File: src/pkg/irct_pkg.sv
// Behaviour
// - detect edges on the chosen capture pin as selected by the edge field
// - drop input pulses narrower than the programmed glitch width
// - disabled short timer output holds the inverse of its initial bit
// - enabling short timer drives initial level, loads low or high reload
// - one-shot short timer stops at zero, toggles, flags and interrupts
// - repeat short timer toggles and reloads; flags once per full cycle
// - reload registers writable anytime; new values used at next load
// - short count of one forbidden; zero wraps to FF without timeout
// - measure mode short timer starts at first edge, then captures complemented count at each later edge
// - measure mode short timer flags timeout at zero, continues from FF
// - disabled long output is inverse of initial bit; submodes force it
// - long timer loads upper*256+lower, toggles and flags at zero
// - long count of one forbidden; zero wraps to FFFF without timeout
// - long measure captures and reloads at first edge after enabling
// - long capture bit clear: each edge captures, flags, reloads FFFF
// - long capture bit set: edges ignored, short timeout captures count
// - writing capture bit 0 then 1 re-arms long timer for next edge
// - long measure timer flags timeout at zero and continues from FFFF
// - ping-pong: each one-shot timer at terminal hands over to the other
// - submode 00 ends ping-pong; enter it with timers stopped
// - timer outputs reach their pins when routed; combined pin too, in carrier mode only
// - mode bit selects carrier generate at 0, pulse measure at 1
// - status flags clear on writing one; writing zero has no effect
// - logic field combines outputs as AND, OR, NOR or NAND
package irct_pkg;

  // ****************************************
  // register offsets
  // ****************************************
  localparam logic [3:0] OFF_SHORT_LOW   = 4'h0;
  localparam logic [3:0] OFF_SHORT_HIGH  = 4'h1;
  localparam logic [3:0] OFF_LONG_LOWER  = 4'h2;
  localparam logic [3:0] OFF_LONG_UPPER  = 4'h3;
  localparam logic [3:0] OFF_SHORT_RISE  = 4'h4;
  localparam logic [3:0] OFF_SHORT_FALL  = 4'h5;
  localparam logic [3:0] OFF_LCAP_LOWER  = 4'h6;
  localparam logic [3:0] OFF_LCAP_UPPER  = 4'h7;
  localparam logic [3:0] OFF_SHORT_CTL   = 4'h8;
  localparam logic [3:0] OFF_SHARED_CTL  = 4'h9;
  localparam logic [3:0] OFF_LONG_CTL    = 4'hA;

  // ****************************************
  // field positions
  // ****************************************
  localparam int B_EN     = 7;
  localparam int B_SINGLE = 6;
  localparam int B_TOUT   = 5;
  localparam int B_CLK_HI = 4;
  localparam int B_CLK_LO = 3;
  localparam int B_CAPM   = 2;
  localparam int B_TOUTM  = 1;
  localparam int B_PIN    = 0;
  localparam int B_MODE   = 7;
  localparam int B_COMB   = 6;
  localparam int B_LOG_HI = 5;
  localparam int B_LOG_LO = 4;
  localparam int B_SUB_HI = 3;
  localparam int B_SUB_LO = 2;
  localparam int B_INIT_S = 1;
  localparam int B_INIT_L = 0;

  // ****************************************
  // reset values and constants
  // ****************************************
  localparam logic [7:0]  CTL_RST   = 8'h00;
  localparam logic [7:0]  RELOAD_RST = 8'h00;
  localparam logic [7:0]  SHORT_FULL = 8'hFF;
  localparam logic [15:0] LONG_FULL  = 16'hFFFF;
  localparam logic [2:0]  GLITCH_W0  = 3'h0;
  localparam logic [2:0]  GLITCH_W1  = 3'h1;
  localparam logic [2:0]  GLITCH_W2  = 3'h3;
  localparam logic [2:0]  GLITCH_W3  = 3'h7;

  typedef enum logic [1:0] {
    SUB_NORMAL   = 2'b00,
    SUB_PINGPONG = 2'b01,
    SUB_FORCE0   = 2'b10,
    SUB_FORCE1   = 2'b11
  } irct_sub_e;

  typedef enum logic [1:0] {
    ST_IDLE  = 2'b00,
    ST_ARMED = 2'b01,
    ST_COUNT = 2'b10
  } irct_run_e;

endpackage : irct_pkg

File: src/logic/irct_edge_filter.sv
`timescale 1ns/1ns
module irct_edge_filter (
  // clock and reset
  input  wire logic       clock,
  input  wire logic       reset,
  input  wire logic       tick,
  // signal and settings
  input  wire logic       sample_in,
  input  wire logic [1:0] width_sel,
  input  wire logic [1:0] edge_sel,
  // edge pulses
  output logic            rise_pulse,
  output logic            fall_pulse
);

  logic       stable_r;
  logic [2:0] run_r;
  logic [2:0] width;

  always_comb begin
    case (width_sel)
      2'b00:   width = irct_pkg::GLITCH_W0;
      2'b01:   width = irct_pkg::GLITCH_W1;
      2'b10:   width = irct_pkg::GLITCH_W2;
      default: width = irct_pkg::GLITCH_W3;
    endcase
  end

  // a level must differ for more than width ticks to be taken
  always_ff @(posedge clock) begin
    if (reset) begin
      stable_r <= 1'b0;
      run_r    <= 3'h0;
    end else if (sample_in == stable_r) begin
      run_r <= 3'h0;
    end else if (tick) begin
      if (run_r >= width) begin
        stable_r <= sample_in;
        run_r    <= 3'h0;
      end else begin
        run_r <= run_r + 3'h1;
      end
    end
  end

  // 00 falling, 01 rising, 1x both
  always_ff @(posedge clock) begin
    if (reset) begin
      rise_pulse <= 1'b0;
      fall_pulse <= 1'b0;
    end else begin
      rise_pulse <= tick && sample_in != stable_r && run_r >= width
                    && sample_in && (edge_sel != 2'b00);
      fall_pulse <= tick && sample_in != stable_r && run_r >= width
                    && !sample_in && (edge_sel != 2'b01);
    end
  end

endmodule : irct_edge_filter

File: src/logic/irct_top.sv
// Design decisions made here: the register offsets and strobed register access.
`timescale 1ns/1ns
module irct_top (
  // clock and reset
  input  wire logic       clock,
  input  wire logic       reset,
  // register port
  input  wire logic [3:0] addr,
  input  wire logic [7:0] wdata,
  input  wire logic       we,
  input  wire logic       re,
  output logic      [7:0] rdata,
  // capture inputs
  input  wire logic       capture_input_pin_a,
  input  wire logic       capture_input_pin_b,
  // plain port levels when a pin is not routed
  input  wire logic       port_short,
  input  wire logic       port_long,
  input  wire logic       port_comb,
  // pins and interrupt requests
  output logic            short_output_pin,
  output logic            long_output_pin,
  output logic            combined_output_pin,
  output logic            short_irq,
  output logic            long_irq
);

  // ****************************************
  // storage
  // ****************************************
  logic [7:0]  short_low_r, short_high_r, long_lower_r, long_upper_r;
  logic [7:0]  short_rise_r, short_fall_r, lcap_lower_r, lcap_upper_r;
  logic [7:0]  short_ctl_r, shared_ctl_r, long_ctl_r;
  logic [7:0]  short_ctl_nxt, shared_ctl_nxt, long_ctl_nxt;
  logic [7:0]  short_cnt_r;
  logic [15:0] long_cnt_r;
  logic [1:0]  short_st_r, long_st_r;
  logic        short_out_r, long_out_r;
  logic        short_en_q, long_en_q, long_ign_q;
  logic [2:0]  pre_r;
  logic        rise, fall, edge_any;

  function automatic logic tick_of(input logic [1:0] sel,
                                   input logic [2:0] pre);
    case (sel)
      2'b00:   tick_of = 1'b1;
      2'b01:   tick_of = pre[0] == 1'b0;
      2'b10:   tick_of = pre[1:0] == 2'b00;
      default: tick_of = pre == 3'h0;
    endcase
  endfunction : tick_of

  function automatic logic comb_of(input logic [1:0] sel,
                                   input logic a, input logic b);
    case (sel)
      2'b00:   comb_of = a & b;
      2'b01:   comb_of = a | b;
      2'b10:   comb_of = ~(a | b);
      default: comb_of = ~(a & b);
    endcase
  endfunction : comb_of

  // ****************************************
  // decode
  // ****************************************
  wire wr_sc = we && addr == irct_pkg::OFF_SHORT_CTL;
  wire wr_xc = we && addr == irct_pkg::OFF_SHARED_CTL;
  wire wr_lc = we && addr == irct_pkg::OFF_LONG_CTL;
  wire mode     = shared_ctl_r[irct_pkg::B_MODE];
  wire [1:0] sub = shared_ctl_r[irct_pkg::B_SUB_HI:irct_pkg::B_SUB_LO];
  wire pingpong = !mode && sub == irct_pkg::SUB_PINGPONG;
  wire init_s   = shared_ctl_r[irct_pkg::B_INIT_S];
  wire init_l   = shared_ctl_r[irct_pkg::B_INIT_L];
  wire s_en     = short_ctl_r[irct_pkg::B_EN];
  wire l_en     = long_ctl_r[irct_pkg::B_EN];
  wire s_single = short_ctl_r[irct_pkg::B_SINGLE];
  wire l_single = long_ctl_r[irct_pkg::B_SINGLE];
  wire l_ign    = long_ctl_r[irct_pkg::B_SINGLE];
  wire s_tick = tick_of(short_ctl_r[irct_pkg::B_CLK_HI:irct_pkg::B_CLK_LO],
                        pre_r);
  wire l_tick = tick_of(long_ctl_r[irct_pkg::B_CLK_HI:irct_pkg::B_CLK_LO],
                        pre_r);
  wire s_start = s_en && !short_en_q;
  wire l_start = l_en && !long_en_q;
  wire s_run = s_en && !s_start && short_st_r == irct_pkg::ST_COUNT;
  wire l_run = l_en && !l_start && long_st_r == irct_pkg::ST_COUNT;
  // terminal is the tick that takes the count from 1 to 0
  wire s_term   = !mode && s_run && s_tick && short_cnt_r == 8'h01;
  wire l_term   = !mode && l_run && l_tick && long_cnt_r == 16'h0001;
  wire s_zero_m = mode && s_run && s_tick && short_cnt_r == 8'h01;
  wire l_zero_m = mode && l_run && l_tick && long_cnt_r == 16'h0001;
  wire s_cap = mode && s_run && edge_any;
  wire l_armed = l_en && !l_start && long_st_r == irct_pkg::ST_ARMED;
  wire l_cap_first = mode && l_armed && edge_any;
  wire l_cap_edge  = mode && l_run && !l_ign && edge_any;
  wire l_cap_tout  = mode && l_run && l_ign && s_zero_m;
  wire l_rearm = mode && l_en && l_ign && !long_ign_q;
  // repeat mode flags only when the level returns to its initial value
  wire s_tout_set = (s_term && (s_single || ~short_out_r == init_s))
                    || s_zero_m;
  wire l_tout_set = l_term || l_zero_m;
  wire rise_set = (s_cap || l_cap_edge) && rise;
  wire fall_set = (s_cap || l_cap_edge) && fall;

  // ****************************************
  // input conditioning
  // ****************************************
  irct_edge_filter u_filter (
    .clock      (clock),
    .reset      (reset),
    .tick       (s_tick),
    .sample_in  (shared_ctl_r[irct_pkg::B_COMB] ? capture_input_pin_b
                                                : capture_input_pin_a),
    .width_sel  (shared_ctl_r[irct_pkg::B_SUB_HI:irct_pkg::B_SUB_LO]),
    .edge_sel   (shared_ctl_r[irct_pkg::B_LOG_HI:irct_pkg::B_LOG_LO]),
    .rise_pulse (rise),
    .fall_pulse (fall)
  );
  assign edge_any = rise || fall;

  always_ff @(posedge clock) begin
    if (reset) begin
      pre_r      <= 3'h0;
      short_en_q <= 1'b0;
      long_en_q  <= 1'b0;
      long_ign_q <= 1'b0;
    end else begin
      pre_r      <= pre_r + 3'h1;
      short_en_q <= s_en;
      long_en_q  <= l_en;
      long_ign_q <= l_ign;
    end
  end

  // ****************************************
  // software registers
  // ****************************************
  always_ff @(posedge clock) begin
    if (reset) begin
      short_low_r  <= irct_pkg::RELOAD_RST;
      short_high_r <= irct_pkg::RELOAD_RST;
      long_lower_r <= irct_pkg::RELOAD_RST;
      long_upper_r <= irct_pkg::RELOAD_RST;
    end else if (we) begin
      case (addr)
        irct_pkg::OFF_SHORT_LOW:  short_low_r  <= wdata;
        irct_pkg::OFF_SHORT_HIGH: short_high_r <= wdata;
        irct_pkg::OFF_LONG_LOWER: long_lower_r <= wdata;
        irct_pkg::OFF_LONG_UPPER: long_upper_r <= wdata;
        default: ;
      endcase
    end
  end

  // set wins over a clearing write
  always_comb begin
    short_ctl_nxt = short_ctl_r;
    if (wr_sc) begin
      short_ctl_nxt = wdata;
      short_ctl_nxt[irct_pkg::B_TOUT] = short_ctl_r[irct_pkg::B_TOUT]
                                        & ~wdata[irct_pkg::B_TOUT];
    end
    if (s_term && s_single)
      short_ctl_nxt[irct_pkg::B_EN] = 1'b0;
    if (pingpong && l_term && l_single)
      short_ctl_nxt[irct_pkg::B_EN] = 1'b1;
    if (s_tout_set)
      short_ctl_nxt[irct_pkg::B_TOUT] = 1'b1;
  end

  always_comb begin
    long_ctl_nxt = long_ctl_r;
    if (wr_lc) begin
      long_ctl_nxt = wdata;
      long_ctl_nxt[irct_pkg::B_TOUT] = long_ctl_r[irct_pkg::B_TOUT]
                                       & ~wdata[irct_pkg::B_TOUT];
    end
    if (l_term && l_single)
      long_ctl_nxt[irct_pkg::B_EN] = 1'b0;
    if (pingpong && s_term && s_single)
      long_ctl_nxt[irct_pkg::B_EN] = 1'b1;
    if (l_tout_set)
      long_ctl_nxt[irct_pkg::B_TOUT] = 1'b1;
  end

  // low two bits are edge flags in measure mode, initial levels otherwise
  always_comb begin
    shared_ctl_nxt = shared_ctl_r;
    if (wr_xc) begin
      shared_ctl_nxt = wdata;
      if (wdata[irct_pkg::B_MODE])
        shared_ctl_nxt[1:0] = shared_ctl_r[1:0] & ~wdata[1:0];
    end
    if (rise_set)
      shared_ctl_nxt[irct_pkg::B_INIT_S] = 1'b1;
    if (fall_set)
      shared_ctl_nxt[irct_pkg::B_INIT_L] = 1'b1;
  end

  always_ff @(posedge clock) begin
    if (reset) begin
      short_ctl_r  <= irct_pkg::CTL_RST;
      shared_ctl_r <= irct_pkg::CTL_RST;
      long_ctl_r   <= irct_pkg::CTL_RST;
    end else begin
      short_ctl_r  <= short_ctl_nxt;
      shared_ctl_r <= shared_ctl_nxt;
      long_ctl_r   <= long_ctl_nxt;
    end
  end

  // ****************************************
  // short timer
  // ****************************************
  always_ff @(posedge clock) begin
    if (reset) begin
      short_st_r  <= irct_pkg::ST_IDLE;
      short_cnt_r <= 8'h00;
    end else if (!s_en) begin
      short_st_r <= irct_pkg::ST_IDLE;
    end else if (s_start) begin
      short_st_r <= mode ? irct_pkg::ST_ARMED : irct_pkg::ST_COUNT;
      if (!mode)
        short_cnt_r <= init_s ? short_high_r : short_low_r;
    end else begin
      case (short_st_r)
        irct_pkg::ST_ARMED: begin
          if (edge_any) begin
            short_st_r  <= irct_pkg::ST_COUNT;
            short_cnt_r <= irct_pkg::SHORT_FULL;
          end
        end
        irct_pkg::ST_COUNT: begin
          if (s_cap)
            short_cnt_r <= irct_pkg::SHORT_FULL;
          else if (s_term && s_single)
            short_st_r <= irct_pkg::ST_IDLE;
          else if (s_term)
            short_cnt_r <= short_out_r ? short_low_r : short_high_r;
          else if (s_tick)
            short_cnt_r <= short_cnt_r - 8'h01;
        end
        default: short_st_r <= irct_pkg::ST_IDLE;
      endcase
    end
  end

  always_ff @(posedge clock) begin
    if (reset)
      short_out_r <= 1'b1;
    else if (!s_en)
      short_out_r <= ~init_s;
    else if (s_start)
      short_out_r <= init_s;
    else if (s_term)
      short_out_r <= ~short_out_r;
  end

  always_ff @(posedge clock) begin
    if (reset) begin
      short_rise_r <= 8'h00;
      short_fall_r <= 8'h00;
    end else if (s_cap) begin
      if (rise)
        short_rise_r <= ~short_cnt_r;
      if (fall)
        short_fall_r <= ~short_cnt_r;
    end
  end

  // ****************************************
  // long timer
  // ****************************************
  always_ff @(posedge clock) begin
    if (reset) begin
      long_st_r  <= irct_pkg::ST_IDLE;
      long_cnt_r <= 16'h0000;
    end else if (!l_en) begin
      long_st_r <= irct_pkg::ST_IDLE;
    end else if (l_start) begin
      long_st_r <= mode ? irct_pkg::ST_ARMED : irct_pkg::ST_COUNT;
      if (!mode)
        long_cnt_r <= {long_upper_r, long_lower_r};
    end else if (l_rearm) begin
      long_st_r <= irct_pkg::ST_ARMED;
    end else begin
      case (long_st_r)
        irct_pkg::ST_ARMED: begin
          if (l_cap_first) begin
            long_st_r  <= irct_pkg::ST_COUNT;
            long_cnt_r <= {long_upper_r, long_lower_r};
          end
        end
        irct_pkg::ST_COUNT: begin
          if (l_cap_edge)
            long_cnt_r <= irct_pkg::LONG_FULL;
          else if (l_term && l_single)
            long_st_r <= irct_pkg::ST_IDLE;
          else if (l_term)
            long_cnt_r <= {long_upper_r, long_lower_r};
          else if (l_tick)
            long_cnt_r <= long_cnt_r - 16'h0001;
        end
        default: long_st_r <= irct_pkg::ST_IDLE;
      endcase
    end
  end

  always_ff @(posedge clock) begin
    if (reset)
      long_out_r <= 1'b1;
    else if (!mode && sub[1])
      long_out_r <= sub[0];
    else if (!l_en)
      long_out_r <= ~init_l;
    else if (l_start)
      long_out_r <= init_l;
    else if (l_term)
      long_out_r <= ~long_out_r;
  end

  always_ff @(posedge clock) begin
    if (reset) begin
      lcap_lower_r <= 8'h00;
      lcap_upper_r <= 8'h00;
    end else if (l_cap_first || l_cap_edge || l_cap_tout) begin
      {lcap_upper_r, lcap_lower_r} <= ~long_cnt_r;
    end
  end

  // ****************************************
  // pins, requests and read port
  // ****************************************
  always_ff @(posedge clock) begin
    if (reset) begin
      short_output_pin    <= 1'b0;
      long_output_pin     <= 1'b0;
      combined_output_pin <= 1'b0;
      short_irq           <= 1'b0;
      long_irq            <= 1'b0;
    end else begin
      short_output_pin <= short_ctl_r[irct_pkg::B_PIN] ? short_out_r
                                                       : port_short;
      long_output_pin  <= long_ctl_r[irct_pkg::B_PIN] ? long_out_r
                                                      : port_long;
      combined_output_pin <= (!mode && shared_ctl_r[irct_pkg::B_COMB]) ?
        comb_of(shared_ctl_r[irct_pkg::B_LOG_HI:irct_pkg::B_LOG_LO],
                short_out_r, long_out_r) : port_comb;
      short_irq <= (s_tout_set && short_ctl_r[irct_pkg::B_TOUTM])
                   || (s_cap && short_ctl_r[irct_pkg::B_CAPM]);
      long_irq  <= (l_tout_set && long_ctl_r[irct_pkg::B_TOUTM])
                   || ((l_cap_edge || l_cap_tout)
                       && long_ctl_r[irct_pkg::B_CAPM]);
    end
  end

  always_ff @(posedge clock) begin
    if (reset || !re) begin
      rdata <= 8'h00;
    end else begin
      case (addr)
        irct_pkg::OFF_SHORT_LOW:  rdata <= short_low_r;
        irct_pkg::OFF_SHORT_HIGH: rdata <= short_high_r;
        irct_pkg::OFF_LONG_LOWER: rdata <= long_lower_r;
        irct_pkg::OFF_LONG_UPPER: rdata <= long_upper_r;
        irct_pkg::OFF_SHORT_RISE: rdata <= short_rise_r;
        irct_pkg::OFF_SHORT_FALL: rdata <= short_fall_r;
        irct_pkg::OFF_LCAP_LOWER: rdata <= lcap_lower_r;
        irct_pkg::OFF_LCAP_UPPER: rdata <= lcap_upper_r;
        irct_pkg::OFF_SHORT_CTL:  rdata <= short_ctl_r;
        irct_pkg::OFF_SHARED_CTL: rdata <= shared_ctl_r;
        irct_pkg::OFF_LONG_CTL:   rdata <= long_ctl_r;
        default:                  rdata <= 8'h00;
      endcase
    end
  end
endmodule : irct_top

File: config.mk
export PLATFORM = sky130hd
export DESIGN_NAME = irct_top
export DESIGN_NICKNAME = d
export VERILOG_FILES = /design/src/pkg/irct_pkg.sv /design/src/logic/irct_edge_filter.sv /design/src/logic/irct_top.sv
export SDC_FILE = /design/constraint.sdc
export NUM_CORES = 1
export LEC_CHECK = 0
export ABC_AREA = 1
export BUFFER_PORTS_ARGS = -buffer_cell sky130_fd_sc_hd__buf_2
export CORE_ASPECT_RATIO = 0.9
export CORE_MARGIN = 1
export CORE_UTILIZATION = 27
export DETAILED_ROUTE_END_ITERATION = 7
export GPL_ROUTABILITY_DRIVEN = 1
export PLACE_DENSITY = 0.37
export SLEW_MARGIN = 25
export SYNTH_ARGS = -nofsm -noshare
export SYNTH_HDL_FRONTEND = slang
export SYNTH_SLANG_ARGS = --single-unit
File: constraint.sdc
create_clock -name clock -period 2.3 [get_ports clock]
set_input_delay 0.46 -clock clock [delete_from_list [all_inputs] [get_ports clock]]
set_output_delay 0.46 -clock clock [all_outputs]
set_load 0.02 [all_outputs]
==> reports/results.txt <==
Slew Viols, Final - 0
Post-synthesis simple-gate area fraction - 0.234
Register area share after synthesis - 0.391
Final Net Count - 1,176
WHS Path Cells - 3
Worst path max stage delay - 0.35 ns
Post-CTS Resized - 0
Power Density - 655 nW/um^2
First-pass GRT wire length - 42.1 mm
Initial DRC Count - 513
Max cap viols - 0
Critical path, cell by cell - inv_1 -> ha_1 -> inv_1 -> nor2_1 -> nand3_1 -> nand2_2 -> nand4_1 -> nand2_1 -> nand2_1 -> nand2_1 -> buf_4 -> nand2_1 -> nand2_1 -> nor2_1
Synth Area in Compound Gates - 0.229
Skew-Pair Late Insertion Delay - 0.43 ns
Nature of the critical path endpoint - flip-flop
Synth Net Count - 1,128
IO Count - 34
R2R Setup Slk - 0.22 ns
Setup violators final - 0
CTS sink cnt - 143
Multiplexer share of the synthesized area - 0
Synth Area in Adders - 0.0171
Die area - 27,800 um^2
Clock Pin Slew Worst Setup and Hold Paths - 0.07 ns
Syn avg cell area - 6.67 um^2
Hold Buf Count CTS - 0
Peak supply drop - 0.480 mV
Crit path max-delay cell type - dfxtp_1
Total routed wirelength - 27.2 mm
Setup bufs post-CTS - 0
All-Layer GR Usage - 0.204
Layout cells sized above 1 - 0.115
Cell repeated most along the worst path - nand2_1
Max Buffers Root-to-Sink - 2
Post-route clock period utilization - 0.905
Core Region - 26,300 um^2
DR DRC count - 0
H-tree depth - 4
Fmax - 0.480 GHz
Sequential power share - 0.447
CTS buffer count - 17
Post-Synthesis Cells - 1,097
Synthesized area - 7320 um^2
Reg2reg end - short_cnt_r[7]
CTS tree - yes
Initial antenna violation count - 0
Final Wtd Congestion - 0.834
Setup Skew - 0.0122 ns
Post-DP HPWL - 20.9 mm
Leakage power - 3.72 nW
Setup repair after global routing missed its margin - no
Tmin final - 2.08 ns
Initial Utilization - 0.278
Comb pwr share - 0.058
CP Launch Type - flip-flop
Die W - 176 um
Routed vias/inst - 4.77
Row cnt - 56
Hold Violations, Final - 0
NetSw - 1.45 mW
Crit Path Max Fanout - 7
Vias in the first global route - 6,793
ANT cells - 0
Slew @ Worst Pin - 0.613 ns
Overall die height - 158 um
Reg2Reg Depth - 14
Switching Fraction - 0.256
Reg-to-Reg Start - pre_r[0]
Drt first pass iters - 5
Wire length per cell - 18.1 um
Largest net degree at the start of global routing - 48
Power, Total - 5.67 mW
Quantity of I/O buffers inserted on ports - 33
Number of synthesized register bits - 143
Rel. slew slack - 0.588
Class of the worst hold path - input pin to flip-flop
Via count - 7,182
Clock share of power - 0.495
Largest family of logic cells by synthesized area - simple AND/OR/NAND/NOR gates
Post-Synth XOR/XNOR Area - 0.0167
Setup TNS - 0 ns
Root buffer cell - clkbuf_16
Internal power - 4.22 mW
Post-route ant nets - 0
Netlist cell types - 41
Critical Path RT - 2.61 ns
Setup CP Type - flip-flop to flip-flop
Hold endpoint - short_output_pin
Yosys warning count - 0
Status - complete, no violations
Data arrival, critical path - 2.40 ns
Hold_sp - port_short
Area Growth Syn to Fin - 18.2%
Overflow after GRT - 0
per-layer routing:
layer	track usage	part of all wire	vias up
met4	0.0563	0.017	0
li1	-	-	3694
met5	0	0	-
met2	0.321	0.44	131
met1	0.286	0.51	3332
met3	0.0343	0.035	25
flip-flops by register name, indices dropped and copies added (netlist names), 3 cells and up:
| signal | cells |
|---|---|
| short_low_r | 8 |
| shared_ctl_r | 8 |
| lcap_lower_r | 8 |
| short_ctl_r | 8 |
| u_filter.run_r | 3 |
| lcap_upper_r | 8 |
| long_upper_r | 8 |
| short_high_r | 8 |
| long_ctl_r | 8 |
| pre_r | 3 |
| rdata | 8 |
| short_fall_r | 8 |
| long_cnt_r | 16 |
| short_rise_r | 8 |
| short_cnt_r | 8 |
| long_lower_r | 8 |
placed cells by master (no fill, tap or decap), types with 3 or more instances in the layout:
| cell type | count |
|---|---|
| a21oi_1 | 126 |
| a31oi_1 | 6 |
| buf_12 | 4 |
| buf_2 | 33 |
| buf_4 | 35 |
| clkbuf_1 | 3 |
| clkbuf_16 | 17 |
| clkinv_1 | 4 |
| clkinv_4 | 6 |
| dfxtp_1 | 143 |
| ha_1 | 10 |
| inv_1 | 160 |
| inv_2 | 4 |
| nand2_1 | 192 |
| nand2_2 | 5 |
| nand3_1 | 61 |
| nand4_1 | 8 |
| nor2_1 | 102 |
| nor2_2 | 17 |
| nor3_1 | 7 |
| nor4_1 | 4 |
| o211ai_1 | 3 |
| o21a_1 | 3 |
| o21ai_0 | 131 |
| o21ai_1 | 4 |
| o22ai_1 | 31 |
| xor2_1 | 13 |
final cells by class:
cell class | count | area (um^2)
flip-flops and latches | 143 | 2860
repair buffers | 72 | 508
fillers | 3018 | 17700
inverters | 168 | 631
multi-input cells | 743 | 3640
clock buffers | 20 | 437
well taps | 348 | 435
clock inverters | 12 | 139
Yosys cell counts:
master | number | area (um^2)
buf_2 | 11 | 55.1
nor3_1 | 7 | 35.0
nand2_2 | 3 | 18.8
a31oi_1 | 6 | 37.5
inv_2 | 3 | 11.3
buf_6 | 2 | 22.5
nor2_2 | 15 | 93.8
a2111oi_0 | 2 | 17.5
buf_1 | 2 | 7.51
nor2_1 | 104 | 390
ha_1 | 10 | 125
a311oi_1 | 1 | 8.76
xnor2_1 | 1 | 8.76
nand4_1 | 8 | 50.1
o21a_1 | 3 | 22.5
nor3_2 | 1 | 10.0
a221oi_1 | 1 | 8.76
dfxtp_1 | 143 | 2860
a21oi_1 | 126 | 631
or2_1 | 1 | 6.26
o21ai_0 | 132 | 661
o31ai_1 | 1 | 7.51
o21bai_1 | 1 | 7.51
clkinv_1 | 4 | 15.0
o211ai_1 | 3 | 22.5
buf_4 | 1 | 7.51
clkbuf_1 | 27 | 101
nand3_2 | 2 | 20.0
and3_1 | 1 | 6.26
xor2_1 | 13 | 114
inv_1 | 161 | 604
nor2_4 | 1 | 11.3
o21ai_1 | 3 | 15.0
nor4_1 | 4 | 25.0
nand2_1 | 194 | 728
o311ai_0 | 1 | 8.76
o221ai_1 | 2 | 17.5
a211oi_1 | 2 | 15.0
or2_2 | 2 | 12.5
nand3_1 | 61 | 305
o22ai_1 | 31 | 194
critical path, delay by kind of cell (launching register included):
kind / cells / cell delay [ns]
simple gates: 10 / 1.13
flops: 1 / 0.35
buf+inv: 3 / 0.31
fa+ha+maj: 1 / 0.16
stage by stage:
step | cell area [um^2] | setup WS (ns) | util | hold WS [ns] | std cells
6_report | 8660 | 0.217 | 0.329 | 0.308 | 1506
3_3_place_gp | 8070 | 0.130 | 0.306 | 0.436 | 1474
3_5_place_dp | 8070 | 0.106 | 0.306 | 0.433 | 1474
5_1_grt | 8660 | 0.00851 | 0.329 | 0.332 | 1506
4_1_cts | 8650 | 0.0778 | 0.328 | 0.294 | 1506
2_1_floorplan | 7320 | 0.523 | - | 0.406 | 1097
power by group through the flow:
| stage | sequential (mW) | combinational [mW] | clock, mW |
|---|---|---|---|
| after floorplan | 2.59 | 0.182 | 0 |
| after global placement | 2.59 | 0.330 | 0 |
| after detailed placement | 2.59 | 0.328 | 0 |
| after CTS | 2.53 | 0.329 | 2.87 |
| after global routing | 2.54 | 0.364 | 2.98 |
| final | 2.54 | 0.327 | 2.80 |
kinds of logic after synthesis:
kind of cell | after synthesis
and+or+nand+nor | 404
AOI/OAI and AO/OA | 315
buffers and inverters | 211
DFF | 143
xor gates and xnor gates | 14
adders and majority gates | 10
worst max-delay path by stage:
stage             start  slack [ns]              to
5_1_grt        pre_r[0]       0.009  short_cnt_r[4]
3_3_place_gp    addr[1]        0.13        rdata[2]
4_1_cts        pre_r[0]        0.08   long_cnt_r[4]
3_5_place_dp   pre_r[0]        0.11  long_cnt_r[11]
6_report       pre_r[0]        0.22  short_cnt_r[7]
2_1_floorplan  pre_r[0]        0.52  long_cnt_r[10]
No activity file was read; power rests on OpenSTA's default activity.
